`src/hw/asrc_cfg.svh`:
```
/*
 timing and width constants for the async sram host controller.
 assumes a 20 mhz core clock; times are in ns, counts are derived.
*/
`ifndef ASRC_CFG_SVH
`define ASRC_CFG_SVH
// -----------------------------------------------------------
// clock
// -----------------------------------------------------------
`define ASRC_CLK_PERIOD_NS   50
// -----------------------------------------------------------
// slow grade timing (ns), the safe default
// -----------------------------------------------------------
`define ASRC_READ_CYCLE_NS   45
`define ASRC_ADDR_SETUP_NS   25
`define ASRC_DATA_SETUP_NS   20
`define ASRC_WE_PULSE_NS     25
`define ASRC_CS_WRITE_NS     35
`define ASRC_RETAIN_SETUP_NS 0
// least times round up, never below one cycle
`define ASRC_CYC(ns) (((ns) + `ASRC_CLK_PERIOD_NS - 1) / `ASRC_CLK_PERIOD_NS < 1 ? 1 : \
   ((ns) + `ASRC_CLK_PERIOD_NS - 1) / `ASRC_CLK_PERIOD_NS)
// -----------------------------------------------------------
// widths
// -----------------------------------------------------------
`define ASRC_ADDR_W 15
`define ASRC_DATA_W 8
// synchroniser depth on the data read-back path
`define ASRC_SYNC_STAGES 3
// phase timer width, ample for the longest phase at this clock
`define ASRC_CNT_W 4
`endif

```
`src/hw/asrc_pkg.sv`:
```
/*
 types for the async sram host controller.
 assumes asrc_cfg.svh is compiled alongside.
*/
package asrc_pkg;
   // controller states
   typedef enum logic [2:0]
   {
      IDLE_ST  = 3'b000,
      READ_ST  = 3'b001,
      WRITE_ST = 3'b010,
      END_ST   = 3'b011,
      SLEEP_ST = 3'b100
   } asrc_state_type;
   // sram control pins, all active low
   typedef struct packed
   {
      logic chipSelN;
      logic outEnN;
      logic writeEnN;
   } asrc_ctrl_type;
endpackage

```
`src/hw/asrc_host.sv`:
```
/*
 host side controller driving a 32k x 8 asynchronous sram over its pins.
 assumes the sram sits on the same board; data_pins read back through a
 three stage synchroniser; user requests are same-clock logic.
*/
`timescale 1ns/100ps
`include "asrc_cfg.svh"

// Function
// - write starts valid, ends at first rise
// - data held around terminating edge
// - write enable high through reads
// - address valid by select falling edge
// - address set up before write end
// - address may change at write end
// - data set up before write end
// - data may drop at write end
// - deselect before retention, zero setup
module asrc_host
#(
   parameter int ADDR_W = `ASRC_ADDR_W,
   parameter int DATA_W = `ASRC_DATA_W
)
(
   input  wire logic                  core_clk,
   input  wire logic                  reset,
   input  wire logic                  reqValid,
   input  wire logic                  reqWrite,
   input  wire logic [ADDR_W-1:0]     reqAddr,
   input  wire logic [DATA_W-1:0]     reqData,
   output logic                       reqReady,
   output logic                       rdValid,
   output logic [DATA_W-1:0]          rdData,
   input  wire logic                  retainReq,
   output logic                       retainAck,
   output logic [ADDR_W-1:0]          word_address,
   output asrc_pkg::asrc_ctrl_type    sramCtrl,
   input  wire logic [DATA_W-1:0]     data_pins_in,
   output logic [DATA_W-1:0]          data_pins_out,
   output logic                       data_pins_oe
);
   // -----------------------------------------------------------
   // derived cycle counts
   // -----------------------------------------------------------
   // read waits for access time plus the three stage synchroniser
   localparam int READ_CYC = `ASRC_CYC(`ASRC_READ_CYCLE_NS) + `ASRC_SYNC_STAGES;
   localparam int WE_CYC   = `ASRC_CYC(`ASRC_WE_PULSE_NS);
   localparam int ADS_CYC  = `ASRC_CYC(`ASRC_ADDR_SETUP_NS);
   localparam int DS_CYC   = `ASRC_CYC(`ASRC_DATA_SETUP_NS);
   localparam int CSW_CYC  = `ASRC_CYC(`ASRC_CS_WRITE_NS);
   // write low time covers every setup figure
   localparam int W1 = WE_CYC > ADS_CYC ? WE_CYC : ADS_CYC;
   localparam int W2 = DS_CYC > CSW_CYC ? DS_CYC : CSW_CYC;
   localparam int WR_CYC = W1 > W2 ? W1 : W2;
   // timer width; a longer phase at a faster clock needs more bits
   localparam int CNT_W  = `ASRC_CNT_W;

   // -----------------------------------------------------------
   // state and registers
   // -----------------------------------------------------------
   asrc_pkg::asrc_state_type state_r;        // current phase
   asrc_pkg::asrc_state_type state_nxt;      // next phase
   logic [CNT_W-1:0]         cnt_r;          // phase timer
   logic [CNT_W-1:0]         cnt_nxt;        // timer next
   logic [ADDR_W-1:0]        addr_r;         // latched address
   logic [DATA_W-1:0]        wdata_r;        // latched write data
   logic [DATA_W-1:0]        sync1_r;        // sync stage one
   logic [DATA_W-1:0]        sync2_r;        // sync stage two
   logic [DATA_W-1:0]        sync3_r;        // sync stage three
   logic                     cntDone;        // timer expired
   logic                     idleTake;       // request accepted
   logic                     readDone;       // read sample point
   logic                     readNxt;        // read phase next cycle
   logic                     writeNxt;       // write phase next cycle
   logic                     selNxt;         // select wanted next cycle
   logic [ADDR_W-1:0]        addrNxt;        // address for next cycle

   assign cntDone  = (cnt_r == CNT_W'(0));
   assign idleTake = (state_r == asrc_pkg::IDLE_ST) && reqValid && !retainReq;
   assign readDone = (state_r == asrc_pkg::READ_ST) && cntDone && (sync2_r == sync3_r);
   assign reqReady = (state_r == asrc_pkg::IDLE_ST) && !retainReq;
   assign retainAck = (state_r == asrc_pkg::SLEEP_ST);

   // -----------------------------------------------------------
   // next state
   // -----------------------------------------------------------
   // timer counts down; read and write phases each load their own length
   always_comb
   begin
      state_nxt = state_r;
      cnt_nxt   = cntDone ? cnt_r : cnt_r - CNT_W'(1);
      unique case (state_r)
         asrc_pkg::IDLE_ST:
         begin
            // retention request wins over new accesses
            // deselect at retention entry
            if (retainReq)
               state_nxt = asrc_pkg::SLEEP_ST;
            else if (reqValid)
            begin
               state_nxt = reqWrite ? asrc_pkg::WRITE_ST : asrc_pkg::READ_ST;
               cnt_nxt   = reqWrite ? CNT_W'(WR_CYC - 1) : CNT_W'(READ_CYC - 1);
            end
         end
         asrc_pkg::READ_ST:
         begin
            // only finish once synchroniser stages agree
            if (readDone)
               state_nxt = asrc_pkg::END_ST;
         end
         asrc_pkg::WRITE_ST:
         begin
            if (cntDone)
               state_nxt = asrc_pkg::END_ST;
         end
         asrc_pkg::END_ST:
            state_nxt = asrc_pkg::IDLE_ST;
         asrc_pkg::SLEEP_ST:
         begin
            // recovery after retention handled by end phase gap
            if (!retainReq)
               state_nxt = asrc_pkg::END_ST;
         end
         default:
            state_nxt = asrc_pkg::IDLE_ST;
      endcase
   end

   // -----------------------------------------------------------
   // sequential
   // -----------------------------------------------------------
   always_ff @(posedge core_clk)
   begin
      if (reset)
      begin
         state_r <= asrc_pkg::IDLE_ST;
         cnt_r   <= '0;
         addr_r  <= '0;
         wdata_r <= '0;
      end
      else
      begin
         state_r <= state_nxt;
         cnt_r   <= cnt_nxt;
         if (idleTake)
         begin
            addr_r  <= reqAddr;
            wdata_r <= reqData;
         end
      end
   end

   // pins cross domains: three flops, second and third must agree
   // a bit caught mid-change may settle either way in stage one;
   // waiting for agreement keeps such a bit out of the result
   always_ff @(posedge core_clk)
   begin
      sync1_r <= data_pins_in;
      sync2_r <= sync1_r;
      sync3_r <= sync2_r;
   end

   // read result register
   // data holds until the next read so a slow consumer still sees it
   always_ff @(posedge core_clk)
   begin
      if (reset)
      begin
         rdValid <= 1'b0;
         rdData  <= '0;
      end
      else
      begin
         rdValid <= readDone;
         if (readDone)
            rdData <= sync3_r;
      end
   end

   // -----------------------------------------------------------
   // pin drive, registered
   // -----------------------------------------------------------
   // phase decode of the next state, shared by the pin drivers
   assign readNxt  = (state_nxt == asrc_pkg::READ_ST);
   assign writeNxt = (state_nxt == asrc_pkg::WRITE_ST);
   assign selNxt   = readNxt || writeNxt;
   // address moves only when a new access is taken, so it is
   // set on the same edge that select falls and steady while selected
   assign addrNxt  = (state_nxt == asrc_pkg::IDLE_ST) ? word_address : (idleTake ? reqAddr : addr_r);

   // select and write enable fall together so every control is valid
   // at write start; they rise together too, and either edge ends the
   // write, so data setup is counted to that shared edge
   always_ff @(posedge core_clk)
   begin
      if (reset)
      begin
         sramCtrl      <= '{chipSelN: 1'b1, outEnN: 1'b1, writeEnN: 1'b1};
         word_address  <= '0;
         data_pins_out <= '0;
         data_pins_oe  <= 1'b0;
      end
      else
      begin
         word_address  <= addrNxt;
         data_pins_out <= idleTake ? reqData : wdata_r;
         // select and write overlap only in write phase
         sramCtrl.chipSelN <= !selNxt;
         // write enable high outside write phase
         sramCtrl.writeEnN <= !writeNxt;
         // output enable held high while writing
         sramCtrl.outEnN   <= !readNxt;
         // data held through the terminating edge
         data_pins_oe      <= writeNxt || (state_r == asrc_pkg::WRITE_ST);
      end
   end
endmodule

```
`config.mk`:
```
export PLATFORM = sky130hd
export DESIGN_NAME = asrc_host
export DESIGN_NICKNAME = d
export VERILOG_FILES = /design/src/hw/asrc_pkg.sv /design/src/hw/asrc_host.sv
export VERILOG_INCLUDE_DIRS = /design/src /design/src/hw
export SDC_FILE = /design/constraint.sdc
export NUM_CORES = 1
export LEC_CHECK = 0
export ABC_CLOCK_PERIOD_IN_PS = 2900
export BUFFER_PORTS_ARGS = -buffer_cell sky130_fd_sc_hd__buf_4
export CAP_MARGIN = 20
export CORE_MARGIN = 2
export CORE_UTILIZATION = 55
export DETAILED_ROUTE_END_ITERATION = 16
export PLACE_DENSITY = 0.8
export SLEW_MARGIN = 20
export SYNTH_ARGS = -nofsm -noshare
export SYNTH_HDL_FRONTEND = slang
export SYNTH_SLANG_ARGS = --single-unit
```
`constraint.sdc`:
```
create_clock -name core_clk -period 2.9 [get_ports core_clk]
set_input_delay 0.145 -clock core_clk [delete_from_list [all_inputs] [get_ports core_clk]]
set_output_delay 0.145 -clock core_clk [all_outputs]
set_load 0.01 [all_outputs]
```
Yosys cells after proc, flatten, opt, wreduce, memory -nomap -nowiden:

Cells that the tools add are included.

* add/subtract/negate cells: 1
* equal/unequal tests: 6
* multiplexer cells: 13
* reduce and logical (&&, ||, !) cells: 14

Operators with widths (count)
* two-way mux 4 bit: 4
* two-way mux 15 bit: 1
* two-way mux 3 bit: 5
* case mux 3 bit (4 select lines): 1
* == test 8 bit: 1
* == test 3 x 1 -> 1 bit, second input constant: 2
* == test 3 x 2 -> 1 bit, second input constant: 2
* logical NOT 3 bit: 2
* logical AND 1 bit: 5
* logical NOT 1 bit: 4
* logical NOT 4 bit: 1
* two-way mux 2 bit: 2
* subtractor 4 x 1 -> 4 bit, second input constant: 1
* == test 3 bit, second input constant: 1
* logical OR 1 bit: 2

* register bits: 82
* input port bits: 36
* output and inout bits: 38
* word-level logic and storage cells: 48

Longest topological paths before layout:

* depth in word-level cells: 8
* depth in mapped cells: 8

Least setup slack after synthesis:

Ideal clock, no wire load.

* kind: register -> register
* start: register cnt_r[0]
* end: register word_address[10]
* arrival: 1.806 ns
* required time: 2.779 ns
* slack: 0.973 ns
* cell stages (with the launch flop): 9
* clock period less this slack: 1.927 ns
* cells stage by stage: dfxtp_1 -> inv_1 -> ha_1 -> nor3b_2 -> a21oi_1 -> o211ai_2 -> nor2_4 -> buf_6 -> mux2_4

* longest elaborated chain between the ends: 6
* elaborated cells on any way between the ends: 7
* those cells by class: 3 x mux; 4 x reduce/logical

RTL lines
* start, declared: RTL line asrc_host.sv:63 `logic [CNT_W-1:0] cnt_r;`
* start signal, assigned: RTL line asrc_host.sv:144 `cnt_r <= cnt_nxt;`
* logical NOT 4 bit (*): RTL line asrc_host.sv:78 `assign cntDone = (cnt_r == CNT_W'(0));`
* logical AND 1 bit (2 in series): RTL line asrc_host.sv:80 `assign readDone = (state_r == asrc_pkg::READ_ST) && cntDone && (sync2_r == sync3_r);`
* two-way mux 3 bit: RTL line asrc_host.sv:108 `if (readDone)`
* case mux 3 bit (4 select lines) (*): RTL line asrc_host.sv:92 `unique case (state_r)`
* logical NOT 3 bit (*): RTL line asrc_host.sv:189 `assign addrNxt = (state_nxt == asrc_pkg::IDLE_ST) ? word_address : (idleTake ? reqAddr : addr_r);`
* end signal, assigned: RTL line asrc_host.sv:205 `word_address <= addrNxt;`
* end, declared: RTL line asrc_host.sv:36 `output logic [ADDR_W-1:0] word_address,`

Every way passes the cells marked *; elsewhere a longest branch is shown, timed or not.
A chain may end at the register's enable or synchronous reset.

Final worst setup path:

* start: register cnt_r[0]
* end: register word_address[1]

Same word-level chain as after synthesis.

==> results by group <==
Status
  • Outcome: completed

Yosys
  • Number of register bits inferred by synthesis: 82
  • Commonest register cell after synthesis: sky130_fd_sc_hd__dfxtp_1
  • Post-synth cell types: 32
  • Synth warn: 0
  • Async set or reset register ratio after synthesis: 0%
  • Count of mapped cells out of synthesis: 269
  • Average instance area after synthesis: 10.5 µm²
  • Register area share after synthesis: 58.3%
  • Post-synth EDFFs: 0
  • Synthesized Nets: 306
  • Area of the mapped netlist: 2810 µm²

Critical path
  • Combined buffer and inverter count along the critical path: 1
  • Maximum cell stage delay along the critical path: 0.49 ns
  • Family with the most delay on the worst path: simple AND/OR/NAND/NOR gates
  • WP data required: 3.13 ns
  • Crit Path Class: register to register
  • Ordered cell list for the critical path: inv_1 > ha_1 > nor3b_2 > a21oi_1 > o211ai_2 > nor2_4 > mux2_1
  • Timing startpoint of the critical path: cnt_r[0]
  • Slowest library cell on the worst path: sky130_fd_sc_hd__nor2_4
  • Arrival @ worst endpoint: 2.37 ns
  • Crit. End Element: register
  • Launching element type of the critical path: register
  • Critical path fanouts, max: 15
  • RR Startpoint: cnt_r[0]

Pwr
  • Sequential share of power: 48.8%
  • Clock network fraction of design power: 31.6%
  • Comb power frac: 19.6%
  • Total power draw: 2.62 mW
  • Switching power total: 0.690 mW
  • Power density over the cells: 708 nW/µm²
  • Pint: 1.93 mW
  • Sw Ratio: 26.4%
  • Leakage power: 1.55 nW
  • Worst voltage drop across the vdd grid: 405 µV

Global routing
  • Grt met3 use: 4.23%
  • Total overflow reported by the global router: 0
  • Number of global-route vias before repair: 1921
  • Global-route wire length before repair: 8150 µm
  • Met1 Resource Use GR: 22.4%
  • Overall track demand over capacity in global routing: 19.0%
  • Met2 GRT Util: 32.5%
  • Most used routing layer in global routing: met2
  • Number of antenna violations at the first check in global routing: 0
  • Pin count of the biggest net entering global routing: 58

Placed design
  • PortBufs: 73
  • Global placer's final weighted congestion: 0.794
  • Cell Area, Placed: 3410 µm²
  • HPWL after detailed placement: 3480 µm
  • Setup slack after placement: 0.748 ns

CTS
  • Cells resized by post-CTS repair: 0
  • Clock net sink count: 82
  • Deepest clock path buffer count: 2
  • Clock tree from TritonCTS: done
  • Number of post-CTS setup repair buffers: 0
  • Clock root buffer: sky130_fd_sc_hd__clkbuf_8
  • Number of buffers added by the clock tree synthesis step: 9
  • Number of levels the H-tree was split into: 3
  • CTS hold repair buffers: 8
  • Worst-path clk slew: 0.08 ns
  • Clock latency at the later pin of the worst-skew pair: 0.34 ns

Routing
  • Number of DRC violations after detailed-routing iteration 0: 107
  • DRT Pass-1 Iters: 4
  • Post-route ant nets: 0
  • Detail-routed via count per cell: 4.87
  • Average routed wire per standard cell: 12.3 µm
  • Wire length reported by the detailed router: 5230 µm
  • Vias post-DR: 2076
  • Number of remaining DRC errors: 0

Finish
  • Antenna diode count: 0
  • Top library cells by usage in the layout, fill and taps aside: sky130_fd_sc_hd__dfxtp_1 (82), sky130_fd_sc_hd__buf_4 (76), sky130_fd_sc_hd__nand2_1 (51)
  • Area of the multi-input gates: 1100 µm²
  • Final design area excluding fillers: 3700 µm²
  • Utilization of the core after routing: 73.8%
  • Share of final-layout standard cells stronger than drive strength 1: 30.6%
  • Footprint of the flip-flops and latches: 1640 µm²
  • FILL cells: 387
  • Signed area change from the synthesized netlist to the final layout: 31.3%
  • Most frequent standard cell in the layout excluding fill and tap cells: sky130_fd_sc_hd__dfxtp_1
  • Total Nets Final: 388

STA
  • Final number of max-transition violations: 0
  • Transition time of the tightest slew-check pin: 0.564 ns
  • Clock Skew: 0.0103 ns
  • Max Fclk: 467 MHz
  • # setup viols final: 0
  • Final critical-path setup slack: 0.759 ns
  • Final period util: 73.8%
  • Final setup TNS: 0 ns
  • Worst slew margin relative to its limit: 62.4%
  • Unrepaired setup endpoints after global routing: no
  • Final critical-path required period: 2.14 ns
  • Final hold violations: 0

Floorplan
  • Number of placed I/O pins: 74
  • Starting Density: 56.2%
  • Die extent in y: 75.5 µm
  • Core box area: 5010 µm²
  • Floorplan row count: 26
  • Die width: 75.5 µm
  • Overall die area: 5700 µm²

Hold path
  • Worst hold-check path type: input port to register
  • Worst Hold Launch: reqData[3]

Flow run
  • Max Cap Violations: 0
## cell usage after synthesis, types with 2 or more instances
master / n / share of area (%)
sky130_fd_sc_hd__dfxtp_1: 82 / 58
sky130_fd_sc_hd__nand2_1: 51 / 6.8
sky130_fd_sc_hd__a21oi_1: 28 / 5.0
sky130_fd_sc_hd__nor2_1: 16 / 2.1
sky130_fd_sc_hd__nor2b_1: 15 / 3.3
sky130_fd_sc_hd__xnor2_1: 11 / 3.4
sky130_fd_sc_hd__mux2_4: 10 / 5.3
sky130_fd_sc_hd__mux2i_1: 9 / 3.2
sky130_fd_sc_hd__clkbuf_1: 8 / 1.1
sky130_fd_sc_hd__mux2_1: 5 / 2.0
sky130_fd_sc_hd__inv_1: 3 / 0.40
sky130_fd_sc_hd__nand4_1: 3 / 0.67
sky130_fd_sc_hd__nor4_1: 3 / 0.67
sky130_fd_sc_hd__o21ai_0: 3 / 0.53
sky130_fd_sc_hd__buf_2: 2 / 0.36
sky130_fd_sc_hd__buf_4: 2 / 0.53
sky130_fd_sc_hd__nor3_1: 2 / 0.36
sky130_fd_sc_hd__nor3b_1: 2 / 0.53
## logic make-up after synthesis
group / synth area share (%)
simple gates: 17.9
flops: 58.3
fa+ha+maj: 0.445
mux: 10.5
buf+inv: 2.76
compound gates: 6.62
xor+xnor: 3.42
## worst register-to-register path, delay by kind of cell, from the launching register on
family | cells | cell delay [ns]
fa+ha+maj | 1 | 0.21
flops | 1 | 0.37
mux | 1 | 0.38
compound gates | 2 | 0.37
simple gates | 2 | 0.66
buf+inv | 1 | 0.06
## cell type report
class | instances | share of cell area [%]
Clock buffer | 12 | 4.20
Clock inverter | 4 | 1.35
Inverter | 3 | 0.305
Multi-Input combinational cell | 171 | 29.8
Sequential cell | 82 | 44.4
Tap cell | 70 | 2.37
Timing Repair Buffer | 84 | 17.6
## state kept, by name, indices dropped and copies added (netlist names)
name,cells
rdValid,1
state_r,3
word_address,15
cnt_r,4
sramCtrl,3
addr_r,15
rdData,8
data_pins_oe,1
sync1_r,8
data_pins_out,8
sync3_r,8
sync2_r,8
## power groups by stage
stage | Combinational (mW) | Sequential (mW) | Clock, mW
floorplan | 0.331 | 1.31 | 0
global placement | 0.493 | 1.30 | 0
detailed placement | 0.505 | 1.30 | 0
CTS | 0.519 | 1.28 | 0.840
global route | 0.566 | 1.29 | 0.884
finish | 0.513 | 1.28 | 0.827
## worst paths after layout
check | to | slack, ns | cells past startpoint
worst max register to register | word_address[1] | 0.76 | 7
worst min register to register | sync2_r[7] | 0.33 | 0
worst min-delay path | data_pins_out[3] | 0.05 | 3
worst max-delay path | word_address[1] | 0.76 | 7
## metal layers
layer / vias to the layer above / part of all wire (%)
li1: 1055 / -
met1: 960 / 45
met2: 49 / 49
met3: 12 / 4.3
met4: 0 / 1.9
met5: - / 0
## per-stage QoR
stage / instances / hold WS [ns]
after detailed placement: 402 / 0.251
after floorplan: 269 / 0.173
after CTS: 426 / 0.0375
final: 426 / 0.0472
after global routing: 426 / 0.0411
after global placement: 402 / 0.249
Power figures use the tool's default switching activity.
